## src/include/pin_select_pkg.sv

```systemverilog
// shared types and constants for the debug and serial pin selector
// ---------------------------------------------------------------------
// What this block does
// [RULE1] pin b2 feeds spi master input when master
// [RULE2] pin b2 feeds spi slave input when slave
// [RULE3] pin b2 drives open-drain twi clock when allowed
// [RULE4] pin b2 feeds uart receive in uart mode
// [RULE5] timer channel two drives b2 when fully enabled
// [RULE6] timer channel two input from b2 when remapped
// [RULE7] pin 32: wire clock, or pulled-down jtag clock
// [RULE8] c2 general i/o needs debug bit, no high bit
// [RULE9] c2 drives jtag data out in jtag mode
// [RULE10] c2 drives pulled-up async trace in wire mode
// [RULE11] c2 drives sync trace data when selected
// [RULE12] c3 is general i/o: debug bit or wire
// [RULE13] c3 takes pulled-up jtag data in, jtag mode
// [RULE14] c3 drives sync trace clock when selected
// [RULE15] c4 general i/o only with debug bit
// [RULE16] jtag mode after reset; debugger requests wire mode
// [RULE17] pin 35 pulled-up mode select or wire data
// [RULE18] unclaimed pin b2 falls back to general i/o
// ---------------------------------------------------------------------
package pin_select_pkg;

  // ---------------------------------------------------------------------
  // pad indices
  // ---------------------------------------------------------------------
  localparam int PAD_COUNT = 5;
  localparam int PAD_PB2 = 0;
  localparam int PAD_P32 = 1;
  localparam int PAD_PC2 = 2;
  localparam int PAD_PC3 = 3;
  localparam int PAD_PC4 = 4;
  localparam int PIN_COUNT = 6;
  localparam int PIN_NRST = 5;

  // ---------------------------------------------------------------------
  // serial controller modes and port field encodings
  // ---------------------------------------------------------------------
  localparam logic [1:0] SER_OFF = 2'h0;
  localparam logic [1:0] SER_UART = 2'h1;
  localparam logic [1:0] SER_SPI = 2'h2;
  localparam logic [1:0] SER_TWI = 2'h3;
  localparam logic [3:0] CFG_ALT_OUT = 4'h9;
  localparam logic [3:0] CFG_ALT_OD = 4'hD;
  localparam int REMAP_CH2_BIT = 5;
  localparam int DBG_GPIO_BIT = 5;
  localparam int PCH_PC2_BIT = 1;
  localparam logic IDLE_IN = 1'b1;

  typedef enum logic {DBG_JTAG, DBG_SWIRE} dbg_mode_t;

  typedef struct packed {
    logic out;
    logic oe;
    logic pull_up;
    logic pull_down;
  } pad_t;

  typedef struct packed {
    logic [1:0] mode;
    logic master;
  } serial_cfg_t;

  typedef struct packed {
    logic [7:0] remap_option;
    logic ch2_out_en;
  } timer_cfg_t;

  typedef struct packed {
    logic enable;
    logic async_sel;
    logic sync_four_wire;
  } trace_cfg_t;

  typedef struct packed {
    logic [15:0] porta_low;
    logic [15:0] portb_low;
    logic [15:0] portc_low;
    logic [15:0] portc_high;
    logic [7:0] debug_pin;
  } port_cfg_t;

endpackage

```

## src/logic/debug_serial_pin_function_select.sv

```systemverilog
// pin function selector for the serial, timer and debug pins
`timescale 1ns/1ps
`default_nettype none
module debug_serial_pin_function_select (
  // clock and reset
  input wire logic clk_i,
  input wire logic sys_rst_i,
  // raw pin levels, index per package constants
  input wire logic [pin_select_pkg::PIN_COUNT-1:0] pins_i,
  // configuration
  input wire pin_select_pkg::serial_cfg_t serial1_mode_select_i,
  input wire pin_select_pkg::timer_cfg_t timer2_cfg_i,
  input wire pin_select_pkg::trace_cfg_t trace_cfg_i,
  input wire pin_select_pkg::port_cfg_t port_cfg_i,
  // debug mode requests from the wire protocol logic
  input wire logic swire_select_i,
  input wire logic jtag_select_i,
  // peripheral drive requests
  input wire logic serial1_twi_clock_low_i,
  input wire logic timer2_channel2_out_i,
  input wire logic jtag_data_out_i,
  input wire logic async_trace_out_i,
  input wire logic sync_trace_data_zero_i,
  input wire logic sync_trace_clock_i,
  input wire logic swire_clock_out_i,
  input wire logic swire_clock_oe_i,
  input wire logic swire_data_out_i,
  input wire logic swire_data_oe_i,
  input wire logic [pin_select_pkg::PAD_COUNT-1:0] gpio_out_i,
  input wire logic [pin_select_pkg::PAD_COUNT-1:0] gpio_oe_i,
  // pad controls
  output pin_select_pkg::pad_t [pin_select_pkg::PAD_COUNT-1:0] pads_o,
  // peripheral inputs
  output logic serial1_spi_master_in_o,
  output logic serial1_spi_slave_in_o,
  output logic serial1_twi_clock_o,
  output logic serial1_uart_receive_o,
  output logic timer2_channel2_in_o,
  output logic jtag_clock_in_o,
  output logic jtag_data_in_o,
  output logic jtag_mode_select_o,
  output logic swire_clock_in_o,
  output logic swire_data_in_o,
  output logic [pin_select_pkg::PAD_COUNT-1:0] gpio_in_o,
  // status
  output logic debug_swire_o
);

  // ---------------------------------------------------------------------
  // pin synchronisers
  // ---------------------------------------------------------------------
  logic [pin_select_pkg::PIN_COUNT-1:0] pin_meta_q;
  logic [pin_select_pkg::PIN_COUNT-1:0] pin_sync_q;

  always_ff @(posedge clk_i) begin
    if (sys_rst_i) begin
      pin_meta_q <= '1;
      pin_sync_q <= '1;
    end else begin
      pin_meta_q <= pins_i;
      pin_sync_q <= pin_meta_q;
    end
  end

  // ---------------------------------------------------------------------
  // debug port mode
  // ---------------------------------------------------------------------
  pin_select_pkg::dbg_mode_t dbg_q;
  logic swire;

  // external reset pin low forces jtag, even over a wire mode request
  always_ff @(posedge clk_i) begin
    if (sys_rst_i) begin
      dbg_q <= pin_select_pkg::DBG_JTAG; // see [RULE16]
    end else if (!pin_sync_q[pin_select_pkg::PIN_NRST]) begin
      dbg_q <= pin_select_pkg::DBG_JTAG; // see [RULE16]
    end else begin
      case (dbg_q)
        pin_select_pkg::DBG_JTAG: begin
          if (swire_select_i) begin
            dbg_q <= pin_select_pkg::DBG_SWIRE; // see [RULE16]
          end
        end
        pin_select_pkg::DBG_SWIRE: begin
          if (jtag_select_i) begin
            dbg_q <= pin_select_pkg::DBG_JTAG;
          end
        end
        default: begin
          dbg_q <= pin_select_pkg::DBG_JTAG;
        end
      endcase
    end
  end

  assign swire = (dbg_q == pin_select_pkg::DBG_SWIRE);

  // ---------------------------------------------------------------------
  // selection terms
  // ---------------------------------------------------------------------
  logic remap2;
  logic pb2_alt_out;
  logic pb2_alt_od;
  logic twi_sel;
  logic tim_out_sel;
  logic dbg_gpio;
  logic pc2_gpio;
  logic pc3_gpio;
  logic pc4_gpio;
  logic sync_data_sel;
  logic async_sel;
  logic trace_clk_sel;

  assign remap2 = timer2_cfg_i.remap_option[pin_select_pkg::REMAP_CH2_BIT];
  assign pb2_alt_out = port_cfg_i.portb_low[11:8] == pin_select_pkg::CFG_ALT_OUT;
  assign pb2_alt_od = port_cfg_i.portb_low[11:8] == pin_select_pkg::CFG_ALT_OD;
  // see [RULE3]
  assign twi_sel = (serial1_mode_select_i.mode == pin_select_pkg::SER_TWI) &&
                   pb2_alt_od && (!timer2_cfg_i.ch2_out_en || !remap2);
  // see [RULE5]
  assign tim_out_sel = remap2 && timer2_cfg_i.ch2_out_en && pb2_alt_out;
  assign dbg_gpio = port_cfg_i.debug_pin[pin_select_pkg::DBG_GPIO_BIT];
  // see [RULE8]
  assign pc2_gpio = dbg_gpio &&
                    !port_cfg_i.portc_high[pin_select_pkg::PCH_PC2_BIT];
  assign pc3_gpio = dbg_gpio || swire; // see [RULE12]
  assign pc4_gpio = dbg_gpio; // see [RULE15]
  // see [RULE11]
  assign sync_data_sel = trace_cfg_i.enable && !trace_cfg_i.async_sel &&
                         trace_cfg_i.sync_four_wire &&
                         port_cfg_i.porta_low[11:8] == pin_select_pkg::CFG_ALT_OUT;
  // see [RULE10]
  assign async_sel = trace_cfg_i.enable && trace_cfg_i.async_sel && swire &&
                     port_cfg_i.portc_low[11:8] == pin_select_pkg::CFG_ALT_OUT;
  // see [RULE14]
  assign trace_clk_sel = trace_cfg_i.enable && !trace_cfg_i.async_sel &&
                         port_cfg_i.portc_low[15:12] == pin_select_pkg::CFG_ALT_OUT;

  // ---------------------------------------------------------------------
  // pad drive
  // ---------------------------------------------------------------------
  pin_select_pkg::pad_t [pin_select_pkg::PAD_COUNT-1:0] pad_d;
  pin_select_pkg::pad_t [pin_select_pkg::PAD_COUNT-1:0] pad_q;

  // trace claims a debug pin ahead of its general i/o use, since the
  // trace unit is only enabled deliberately by the core
  always_comb begin
    pad_d = '0;
    // port b pin two
    if (twi_sel) begin
      pad_d[pin_select_pkg::PAD_PB2].out = 1'b0; // see [RULE3]
      pad_d[pin_select_pkg::PAD_PB2].oe = serial1_twi_clock_low_i;
    end else if (tim_out_sel) begin
      pad_d[pin_select_pkg::PAD_PB2].out = timer2_channel2_out_i; // see [RULE5]
      pad_d[pin_select_pkg::PAD_PB2].oe = 1'b1;
    end else begin
      pad_d[pin_select_pkg::PAD_PB2].out = gpio_out_i[pin_select_pkg::PAD_PB2];
      pad_d[pin_select_pkg::PAD_PB2].oe = gpio_oe_i[pin_select_pkg::PAD_PB2]; // see [RULE18]
    end
    // pin 32, debug clock
    if (swire) begin
      pad_d[pin_select_pkg::PAD_P32].out = swire_clock_out_i; // see [RULE7]
      pad_d[pin_select_pkg::PAD_P32].oe = swire_clock_oe_i;
    end else begin
      pad_d[pin_select_pkg::PAD_P32].pull_down = 1'b1; // see [RULE7]
    end
    // port c pin two
    if (sync_data_sel) begin
      pad_d[pin_select_pkg::PAD_PC2].out = sync_trace_data_zero_i; // see [RULE11]
      pad_d[pin_select_pkg::PAD_PC2].oe = 1'b1;
    end else if (async_sel) begin
      pad_d[pin_select_pkg::PAD_PC2].out = async_trace_out_i; // see [RULE10]
      pad_d[pin_select_pkg::PAD_PC2].oe = 1'b1;
      pad_d[pin_select_pkg::PAD_PC2].pull_up = 1'b1;
    end else if (pc2_gpio) begin
      pad_d[pin_select_pkg::PAD_PC2].out = gpio_out_i[pin_select_pkg::PAD_PC2]; // see [RULE8]
      pad_d[pin_select_pkg::PAD_PC2].oe = gpio_oe_i[pin_select_pkg::PAD_PC2];
    end else if (!swire) begin
      pad_d[pin_select_pkg::PAD_PC2].out = jtag_data_out_i; // see [RULE9]
      pad_d[pin_select_pkg::PAD_PC2].oe = 1'b1;
    end
    // port c pin three
    if (trace_clk_sel) begin
      pad_d[pin_select_pkg::PAD_PC3].out = sync_trace_clock_i; // see [RULE14]
      pad_d[pin_select_pkg::PAD_PC3].oe = 1'b1;
    end else if (pc3_gpio) begin
      pad_d[pin_select_pkg::PAD_PC3].out = gpio_out_i[pin_select_pkg::PAD_PC3]; // see [RULE12]
      pad_d[pin_select_pkg::PAD_PC3].oe = gpio_oe_i[pin_select_pkg::PAD_PC3];
    end else begin
      pad_d[pin_select_pkg::PAD_PC3].pull_up = 1'b1; // see [RULE13]
    end
    // pin 35, port c pin four
    if (pc4_gpio) begin
      pad_d[pin_select_pkg::PAD_PC4].out = gpio_out_i[pin_select_pkg::PAD_PC4]; // see [RULE15]
      pad_d[pin_select_pkg::PAD_PC4].oe = gpio_oe_i[pin_select_pkg::PAD_PC4];
    end else if (swire) begin
      pad_d[pin_select_pkg::PAD_PC4].out = swire_data_out_i; // see [RULE17]
      pad_d[pin_select_pkg::PAD_PC4].oe = swire_data_oe_i;
      pad_d[pin_select_pkg::PAD_PC4].pull_up = 1'b1;
    end else begin
      pad_d[pin_select_pkg::PAD_PC4].pull_up = 1'b1; // see [RULE17]
    end
  end

  always_ff @(posedge clk_i) begin
    if (sys_rst_i) begin
      pad_q <= '0;
    end else begin
      pad_q <= pad_d;
    end
  end

  assign pads_o = pad_q;
  assign debug_swire_o = swire;

  // ---------------------------------------------------------------------
  // input routing
  // ---------------------------------------------------------------------
  logic pb2_in;
  logic spi_mode;

  assign pb2_in = pin_sync_q[pin_select_pkg::PAD_PB2];
  assign spi_mode = serial1_mode_select_i.mode == pin_select_pkg::SER_SPI;

  // unselected serial inputs rest at the idle level so a stray pin
  // toggle cannot look like traffic to the controller
  always_ff @(posedge clk_i) begin
    if (sys_rst_i) begin
      serial1_spi_master_in_o <= pin_select_pkg::IDLE_IN;
      serial1_spi_slave_in_o <= pin_select_pkg::IDLE_IN;
      serial1_twi_clock_o <= pin_select_pkg::IDLE_IN;
      serial1_uart_receive_o <= pin_select_pkg::IDLE_IN;
      timer2_channel2_in_o <= 1'b0;
    end else begin
      serial1_spi_master_in_o <= (spi_mode && serial1_mode_select_i.master) ?
                                 pb2_in : pin_select_pkg::IDLE_IN; // see [RULE1]
      serial1_spi_slave_in_o <= (spi_mode && !serial1_mode_select_i.master) ?
                                pb2_in : pin_select_pkg::IDLE_IN; // see [RULE2]
      serial1_twi_clock_o <= twi_sel ? pb2_in : pin_select_pkg::IDLE_IN; // see [RULE3]
      serial1_uart_receive_o <=
        (serial1_mode_select_i.mode == pin_select_pkg::SER_UART) ?
        pb2_in : pin_select_pkg::IDLE_IN; // see [RULE4]
      timer2_channel2_in_o <= remap2 ? pb2_in : 1'b0; // see [RULE6]
    end
  end

  // jtag side inputs rest as their pulls would leave them
  always_ff @(posedge clk_i) begin
    if (sys_rst_i) begin
      jtag_clock_in_o <= 1'b0;
      jtag_data_in_o <= 1'b1;
      jtag_mode_select_o <= 1'b1;
      swire_clock_in_o <= 1'b0;
      swire_data_in_o <= 1'b1;
      gpio_in_o <= '0;
    end else begin
      jtag_clock_in_o <= swire ? 1'b0 :
                         pin_sync_q[pin_select_pkg::PAD_P32]; // see [RULE7]
      jtag_data_in_o <= (swire || pc3_gpio) ? 1'b1 :
                        pin_sync_q[pin_select_pkg::PAD_PC3]; // see [RULE13]
      jtag_mode_select_o <= (swire || pc4_gpio) ? 1'b1 :
                            pin_sync_q[pin_select_pkg::PAD_PC4]; // see [RULE17]
      swire_clock_in_o <= swire ? pin_sync_q[pin_select_pkg::PAD_P32] : 1'b0;
      swire_data_in_o <= (swire && !pc4_gpio) ?
                         pin_sync_q[pin_select_pkg::PAD_PC4] : 1'b1;
      gpio_in_o <= pin_sync_q[pin_select_pkg::PAD_COUNT-1:0];
    end
  end
endmodule
`default_nettype wire

```

## config.mk

```make
export PLATFORM = sky130hd
export DESIGN_NAME = debug_serial_pin_function_select
export DESIGN_NICKNAME = d
export VERILOG_FILES = /design/src/include/pin_select_pkg.sv /design/src/logic/debug_serial_pin_function_select.sv
export SDC_FILE = /design/constraint.sdc
export NUM_CORES = 1
export LEC_CHECK = 0
export ABC_AREA = 1
export BUFFER_PORTS_ARGS = -buffer_cell sky130_fd_sc_hd__buf_2
export CORE_MARGIN = 3
export CORE_UTILIZATION = 37
export DETAILED_ROUTE_END_ITERATION = 8
export PLACE_DENSITY = 0.83
export SYNTH_ARGS = -nofsm -noshare
export SYNTH_HDL_FRONTEND = slang
export SYNTH_SLANG_ARGS = --single-unit
export TNS_END_PERCENT = 20
```

## constraint.sdc

```tcl
create_clock -name clk_i -period 3 [get_ports clk_i]
set_clock_uncertainty 0.1 [all_clocks]
set_input_delay 0.15 -clock clk_i [delete_from_list [all_inputs] [get_ports clk_i]]
set_output_delay 0.15 -clock clk_i [all_outputs]
set_load 0.005 [all_outputs]
```

Word-level counts from Yosys, hierarchy flattened
Index checks and enable logic that the tools add are counted.
{ "word_totals": {"ff_bits": 48, "elab_cells": 105, "output_inout_bits": 36, "in_bits": 117} }
{ "classes": {"mux": 17, "eq_ne": 8, "bitwise": 8, "reduce_logical": 38} }
{ "op_table": {"columns": ["operator", "count"], "rows": [
  ["$reduce_or A2 Y1", 14],
  ["$eq A4 B4 Y1 const B", 5],
  ["$mux W2", 9],
  ["$logic_and A1 B1 Y1", 15],
  ["$not A1 Y1", 8],
  ["$mux W1", 7],
  ["$logic_not A1 Y1", 6],
  ["$eq A2 B2 Y1 const B", 2],
  ["$logic_or A1 B1 Y1", 3],
  ["$eq A2 B1 Y1 const B", 1],
  ["$pmux W1 S2", 1]
]} }

Longest topological paths before layout
{ "depth": {"ltp_word": 5, "depth_mapped": 8, "mapped_depth_nobuf": 8} }

Worst setup path before layout
No wires, ideal clock.
{ "synth_timing": {"path_type": "reg2reg", "startpoint": "register dbg_q (netlist: debug_swire_o)", "endpoint": "register pad_q (netlist bit pads_o[11])", "n_path_buf": 1, "t_required_ps": 2791, "arrival_time_ps": 850, "stages_incl_launch_ff": 9, "slack_ps": 1941, "setup_time_ps": 109, "period_less_slack_ps": 1059, "path_cell_list": "dfxtp_1 buf_6 nand2_4 nor2_8 nand2_2 nand2_1 nand3_1 nand2_1 inv_1"} }
{ "synth_between": {"elab_chain_len": 4, "word_cells_on_any_way": 6, "classes_between": "mux (4); reduce/logical (2)"} }
{ "synth_rtl": {"columns": ["element", "line_no", "text"], "rows": [
  ["start: declaration", "debug_serial_pin_function_select.sv:68", "pin_select_pkg::dbg_mode_t dbg_q;"],
  ["start signal: assignment", "debug_serial_pin_function_select.sv:74", "dbg_q <= pin_select_pkg::DBG_JTAG;"],
  ["start signal: assignment", "debug_serial_pin_function_select.sv:76", "dbg_q <= pin_select_pkg::DBG_JTAG;"],
  ["start signal: assignment", "debug_serial_pin_function_select.sv:81", "dbg_q <= pin_select_pkg::DBG_SWIRE;"],
  ["$mux W2 or $logic_and A1 B1 Y1 (tied branches)", "debug_serial_pin_function_select.sv:178, debug_serial_pin_function_select.sv:133", null],
  ["$mux W2 or $logic_and A1 B1 Y1 (tied branches)", "debug_serial_pin_function_select.sv:175, debug_serial_pin_function_select.sv:133", null],
  ["$mux W2 (*)", "debug_serial_pin_function_select.sv:171", "end else if (async_sel) begin"],
  ["$mux W2 (*)", "debug_serial_pin_function_select.sv:168", "if (sync_data_sel) begin"],
  ["end signal: assignment", "debug_serial_pin_function_select.sv:209", "pad_q <= pad_d;"],
  ["end: declaration", "debug_serial_pin_function_select.sv:143", "pin_select_pkg::pad_t [pin_select_pkg::PAD_COUNT-1:0] pad_q;"]
]} }
Every way passes the cells marked *; elsewhere a longest branch is shown, timed or not.
A chain may end at the register's enable or synchronous reset.

Worst setup path in the final report
{ "layout_timing": {"startpoint": "register dbg_q (netlist: debug_swire_o)", "endpoint": "output port debug_swire_o"} }
{ "layout_lines": {"columns": ["element", "line_no", "text"], "rows": [
  ["end: declaration", "debug_serial_pin_function_select.sv:46", "output logic debug_swire_o"]
]} }
No word-level cell between the ends.

==> impl_results.md <==
* Worst reg2reg endpoint: pads_o[11]$_SDFF_PP0_
* Leakage dissipation at 1.15 nW
* Vias after detailed routing at 1330
* Power share of the clock group at 31.8%
* CP Data Required Time at 2.75 ns
* Beginning of the critical path: debug_swire_o$_SDFF_PP0_
* Residual DRC count at 0
* Max H-tree Level at 2
* Via density per instance at 4.13
* Switching part of the total power at 21.5%
* Number of distinct library cell variants in the gate-level netlist after synthesis at 22
* Maximum number of pins on one net before global-route repair at 31
* First-pass GRT wire length at 5.11 mm
* Class of the tightest hold or removal check: in2reg
* Simple-gate portion of the synthesized area at 29.2%
* Delay of the slowest critical-path stage at 0.59 ns
* Average wire length per cell after detail routing at 9.75 µm
* Relative contribution of sequential cells to total power at 56.1%
* Area of the core region at 3800 µm²
* Worst path buffer plus inverter count at 1
* Largest buffer count on any clock path at 2
* Total routing usage reported by global routing at 13.2%
* Most common cell after layout, fill and taps aside: sky130_fd_sc_hd__buf_2
* Number of design-rule violations left by the first detailed-router iteration at 23
* Ordered cell list for the critical path: buf_2
* Max-cap violations at 0
* Final standard cell area without fillers at 2130 µm²
* Clock sink count at 42
* Cell-internal power at 0.000830 W
* Iteration count of the initial detailed-routing pass at 4
* Number of cell instances on the worst register-to-register path at 7
* Post-CTS resize count at 0
* DIE AREA at 4860 µm²
* Y dimension of the die at 69.7 µm
* Achievable Freq at 766 MHz
* Kind of start point of the critical path: flip-flop
* Leftover overflow at the end of global routing at 0
* Tmin final at 1.31 ns
* Portion of the post-synthesis area used by sequential elements at 56.0%
* Antenna violations before repair at 0
* Combinational family with the most area after synthesis: simple AND/OR/NAND/NOR gates
* Area added between synthesis and finish at 41.8%
* Post-CTS repair timing setup buffer count at 0
* Internal reg-to-reg setup slack at 1.75 ns
* Total power per unit cell area at 496 nW/µm²
* Horiz. Die Dim at 69.7 µm
* Post-synthesis share of cell area spent on full adders, half adders and majority gates at 0%
* Insertion delay to the later sink of the worst-skew pair at 0.27 ns
* Top Ports at 153
* Crit Path Max Fanout at 10
* Post-DP HPWL at 2.41 mm
* Share of the cycle needed by the critical path after routing at 43.5%
* Arr. time, crit path at 1.06 ns
* Final estimated routing congestion in global placement at 0.702
* Std-Cell Rows at 22
* Fraction of layout cells with a size suffix above 1 at 40.5%
* Critical R2R Launch: debug_swire_o$_SDFF_PP0_
* Synth Area per Inst at 8.44 µm²
* Gate family responsible for the most delay along the worst path: flip-flops
* Final wirelength at 3.14 mm
* Type of element capturing the critical path: output port
* Run status: finished clean
* Logic depth of the worst setup path including buffers at 1
* Critical-path cell with the highest stage delay: sky130_fd_sc_hd__dfxtp_1
* Highest-count cells in the layout ignoring fill and taps: sky130_fd_sc_hd__buf_2, sky130_fd_sc_hd__dfxtp_1, sky130_fd_sc_hd__nand2_1
* Setup CP Type: reg2out
* Number of global-route vias before repair at 1238
* Effective utilization at floorplan at 39.6%
* Multiplexer area fraction after synthesis at 0%
* CTS root buffer: sky130_fd_sc_hd__clkbuf_8
* Number of routed nets with antenna violations at 0
* Number of antenna diodes at 0
* Synth Area in XOR/XNOR at 0%
* Clock transition at path regs at 0.07 ns
* Logic pwr share at 12.1%
* Total number of nets in the final design at 392
* Setup repair after global routing missed its margin: no
* Port Buffer Count at 83
* Clock tree from TritonCTS: yes
* Cells after Synth at 178
* Count of hold-fix buffers inserted at cts at 13
* Number of max-slew violations in the final report at 0
* Count of final setup violators at 0
* Num CTS Buffers at 5
* Endpoint of the worst setup timing path: debug_swire_o
* Peak supply drop at 0.329 mV
* Number of storage elements in the synthesis netlist at 42
* Sw power at 0.000227 W
* Total of warnings raised by yosys at 0
* Compound-gate portion of the synthesized area at 3.83%
* Post-route setup TNS at 0 ns
* Cell area after technology mapping at 1500 µm²
* Hold Violations, Final at 0
* Area post-placement at 1920 µm²
==> stage by stage <==
stage / setup slack (ns) / power, W / util, % / std cells / hold slack, ns
6_report: 1.69 / 0.00106 / 56.1 / 322 / 0.0100
5_1_grt: 1.61 / 0.00111 / 56.1 / 322 / 0.00281
4_1_cts: 1.67 / 0.00107 / 56.1 / 322 / 0.000791
3_5_place_dp: 1.71 / 0.000722 / 50.5 / 303 / 0.232
3_3_place_gp: 1.72 / 0.000718 / 50.5 / 303 / 0.229
2_1_floorplan: 1.94 / 0.000669 / - / 183 / 0.134
==> logic make-up after synthesis <==
logic type,after synthesis
AND/OR/NAND/NOR,91
AO/OA/AOI/OAI,11
flip-flops,42
other,1
buffers and inverters,33
==> worst min path at each step <==
stage | from | end | slack, ns | cells past startpoint
global placement | jtag_select_i | debug_swire_o$_SDFF_PP0_ | 0.23 | 2
detailed placement | jtag_select_i | debug_swire_o$_SDFF_PP0_ | 0.23 | 2
floorplan | serial1_mode_select_i[0] | serial1_spi_master_in_o$_SDFF_PP1_ | 0.13 | 1
CTS | gpio_oe_i[0] | pads_o[2]$_SDFF_PP0_ | 0.0008 | 3
finish | gpio_oe_i[0] | pads_o[2]$_SDFF_PP0_ | 0.01 | 3
global route | swire_data_oe_i | pads_o[18]$_SDFF_PP0_ | 0.003 | 3
==> cells in the mapped netlist <==
| cell | number | area, µm² |
|---|---|---|
| sky130_fd_sc_hd__buf_6 | 1 | 11.3 |
| sky130_fd_sc_hd__dfxtp_1 | 42 | 841 |
| sky130_fd_sc_hd__nor2_8 | 1 | 20.0 |
| sky130_fd_sc_hd__nand2_2 | 1 | 6.26 |
| sky130_fd_sc_hd__nand2_4 | 1 | 11.3 |
| sky130_fd_sc_hd__nor3_1 | 1 | 5.00 |
| sky130_fd_sc_hd__nor2_2 | 3 | 18.8 |
| sky130_fd_sc_hd__nand3_1 | 12 | 60.1 |
| sky130_fd_sc_hd__nor3_2 | 1 | 10.0 |
| sky130_fd_sc_hd__nand2_1 | 34 | 128 |
| sky130_fd_sc_hd__buf_4 | 7 | 52.6 |
| sky130_fd_sc_hd__nand3b_1 | 1 | 7.51 |
| sky130_fd_sc_hd__o21ai_1 | 1 | 5.00 |
| sky130_fd_sc_hd__nor2_4 | 1 | 11.3 |
| sky130_fd_sc_hd__or2_2 | 12 | 75.1 |
| sky130_fd_sc_hd__nor2_1 | 23 | 86.3 |
| sky130_fd_sc_hd__inv_2 | 2 | 7.51 |
| sky130_fd_sc_hd__buf_2 | 3 | 15.0 |
| sky130_fd_sc_hd__a21oi_1 | 9 | 45.0 |
| sky130_fd_sc_hd__inv_1 | 20 | 75.1 |
| sky130_fd_sc_hd__conb_1 | 1 | 3.75 |
| sky130_fd_sc_hd__o211ai_1 | 1 | 7.51 |
==> worst reg2reg max path, stage by stage (launching register included) <==
cell                      delay, ns
sky130_fd_sc_hd__dfxtp_1       0.59
sky130_fd_sc_hd__nand2_4       0.11
sky130_fd_sc_hd__nor2_8        0.10
sky130_fd_sc_hd__nand2_2       0.05
sky130_fd_sc_hd__nand2_1       0.05
sky130_fd_sc_hd__nand3_1       0.06
sky130_fd_sc_hd__nand2_1       0.06
sky130_fd_sc_hd__inv_1         0.03
==> final cells by class <==
class / instances / area (µm²)
clock buffer: 6 / 82.6
fill: 362 / 1670
inverter: 22 / 82.6
multi-input combinational: 108 / 519
sequential: 42 / 841
tap: 48 / 60.1
timing repair buffer: 96 / 546
==> power groups by stage <==
stage	combinational [W]	clock, W	sequential (W)
3_5_place_dp	0.000116	0	0.000606
2_1_floorplan	0.0000629	0	0.000606
5_1_grt	0.000144	0.000373	0.000596
6_report	0.000128	0.000336	0.000593
3_3_place_gp	0.000113	0	0.000605
4_1_cts	0.000129	0.000351	0.000594
==> flip-flops by register name, summed over array words and instances, names as in the netlist <==
name                     flops
serial1_spi_master_in_o      1
timer2_channel2_in_o         1
pin_sync_q                   6
pads_o                      14
serial1_spi_slave_in_o       1
pin_meta_q                   6
serial1_uart_receive_o       1
jtag_clock_in_o              1
serial1_twi_clock_o          1
swire_clock_in_o             1
debug_swire_o                1
swire_data_in_o              1
jtag_mode_select_o           1
jtag_data_in_o               1
gpio_in_o                    5
==> per-layer routing <==
metal	track usage (%)	share of wire [%]	vias to the layer above
met4	4.47	0.70	0
met3	6.52	9.7	2
met5	0	0	-
met2	23.7	50	52
met1	13.2	40	563
li1	-	-	713
Power figures use the tool's default switching activity.
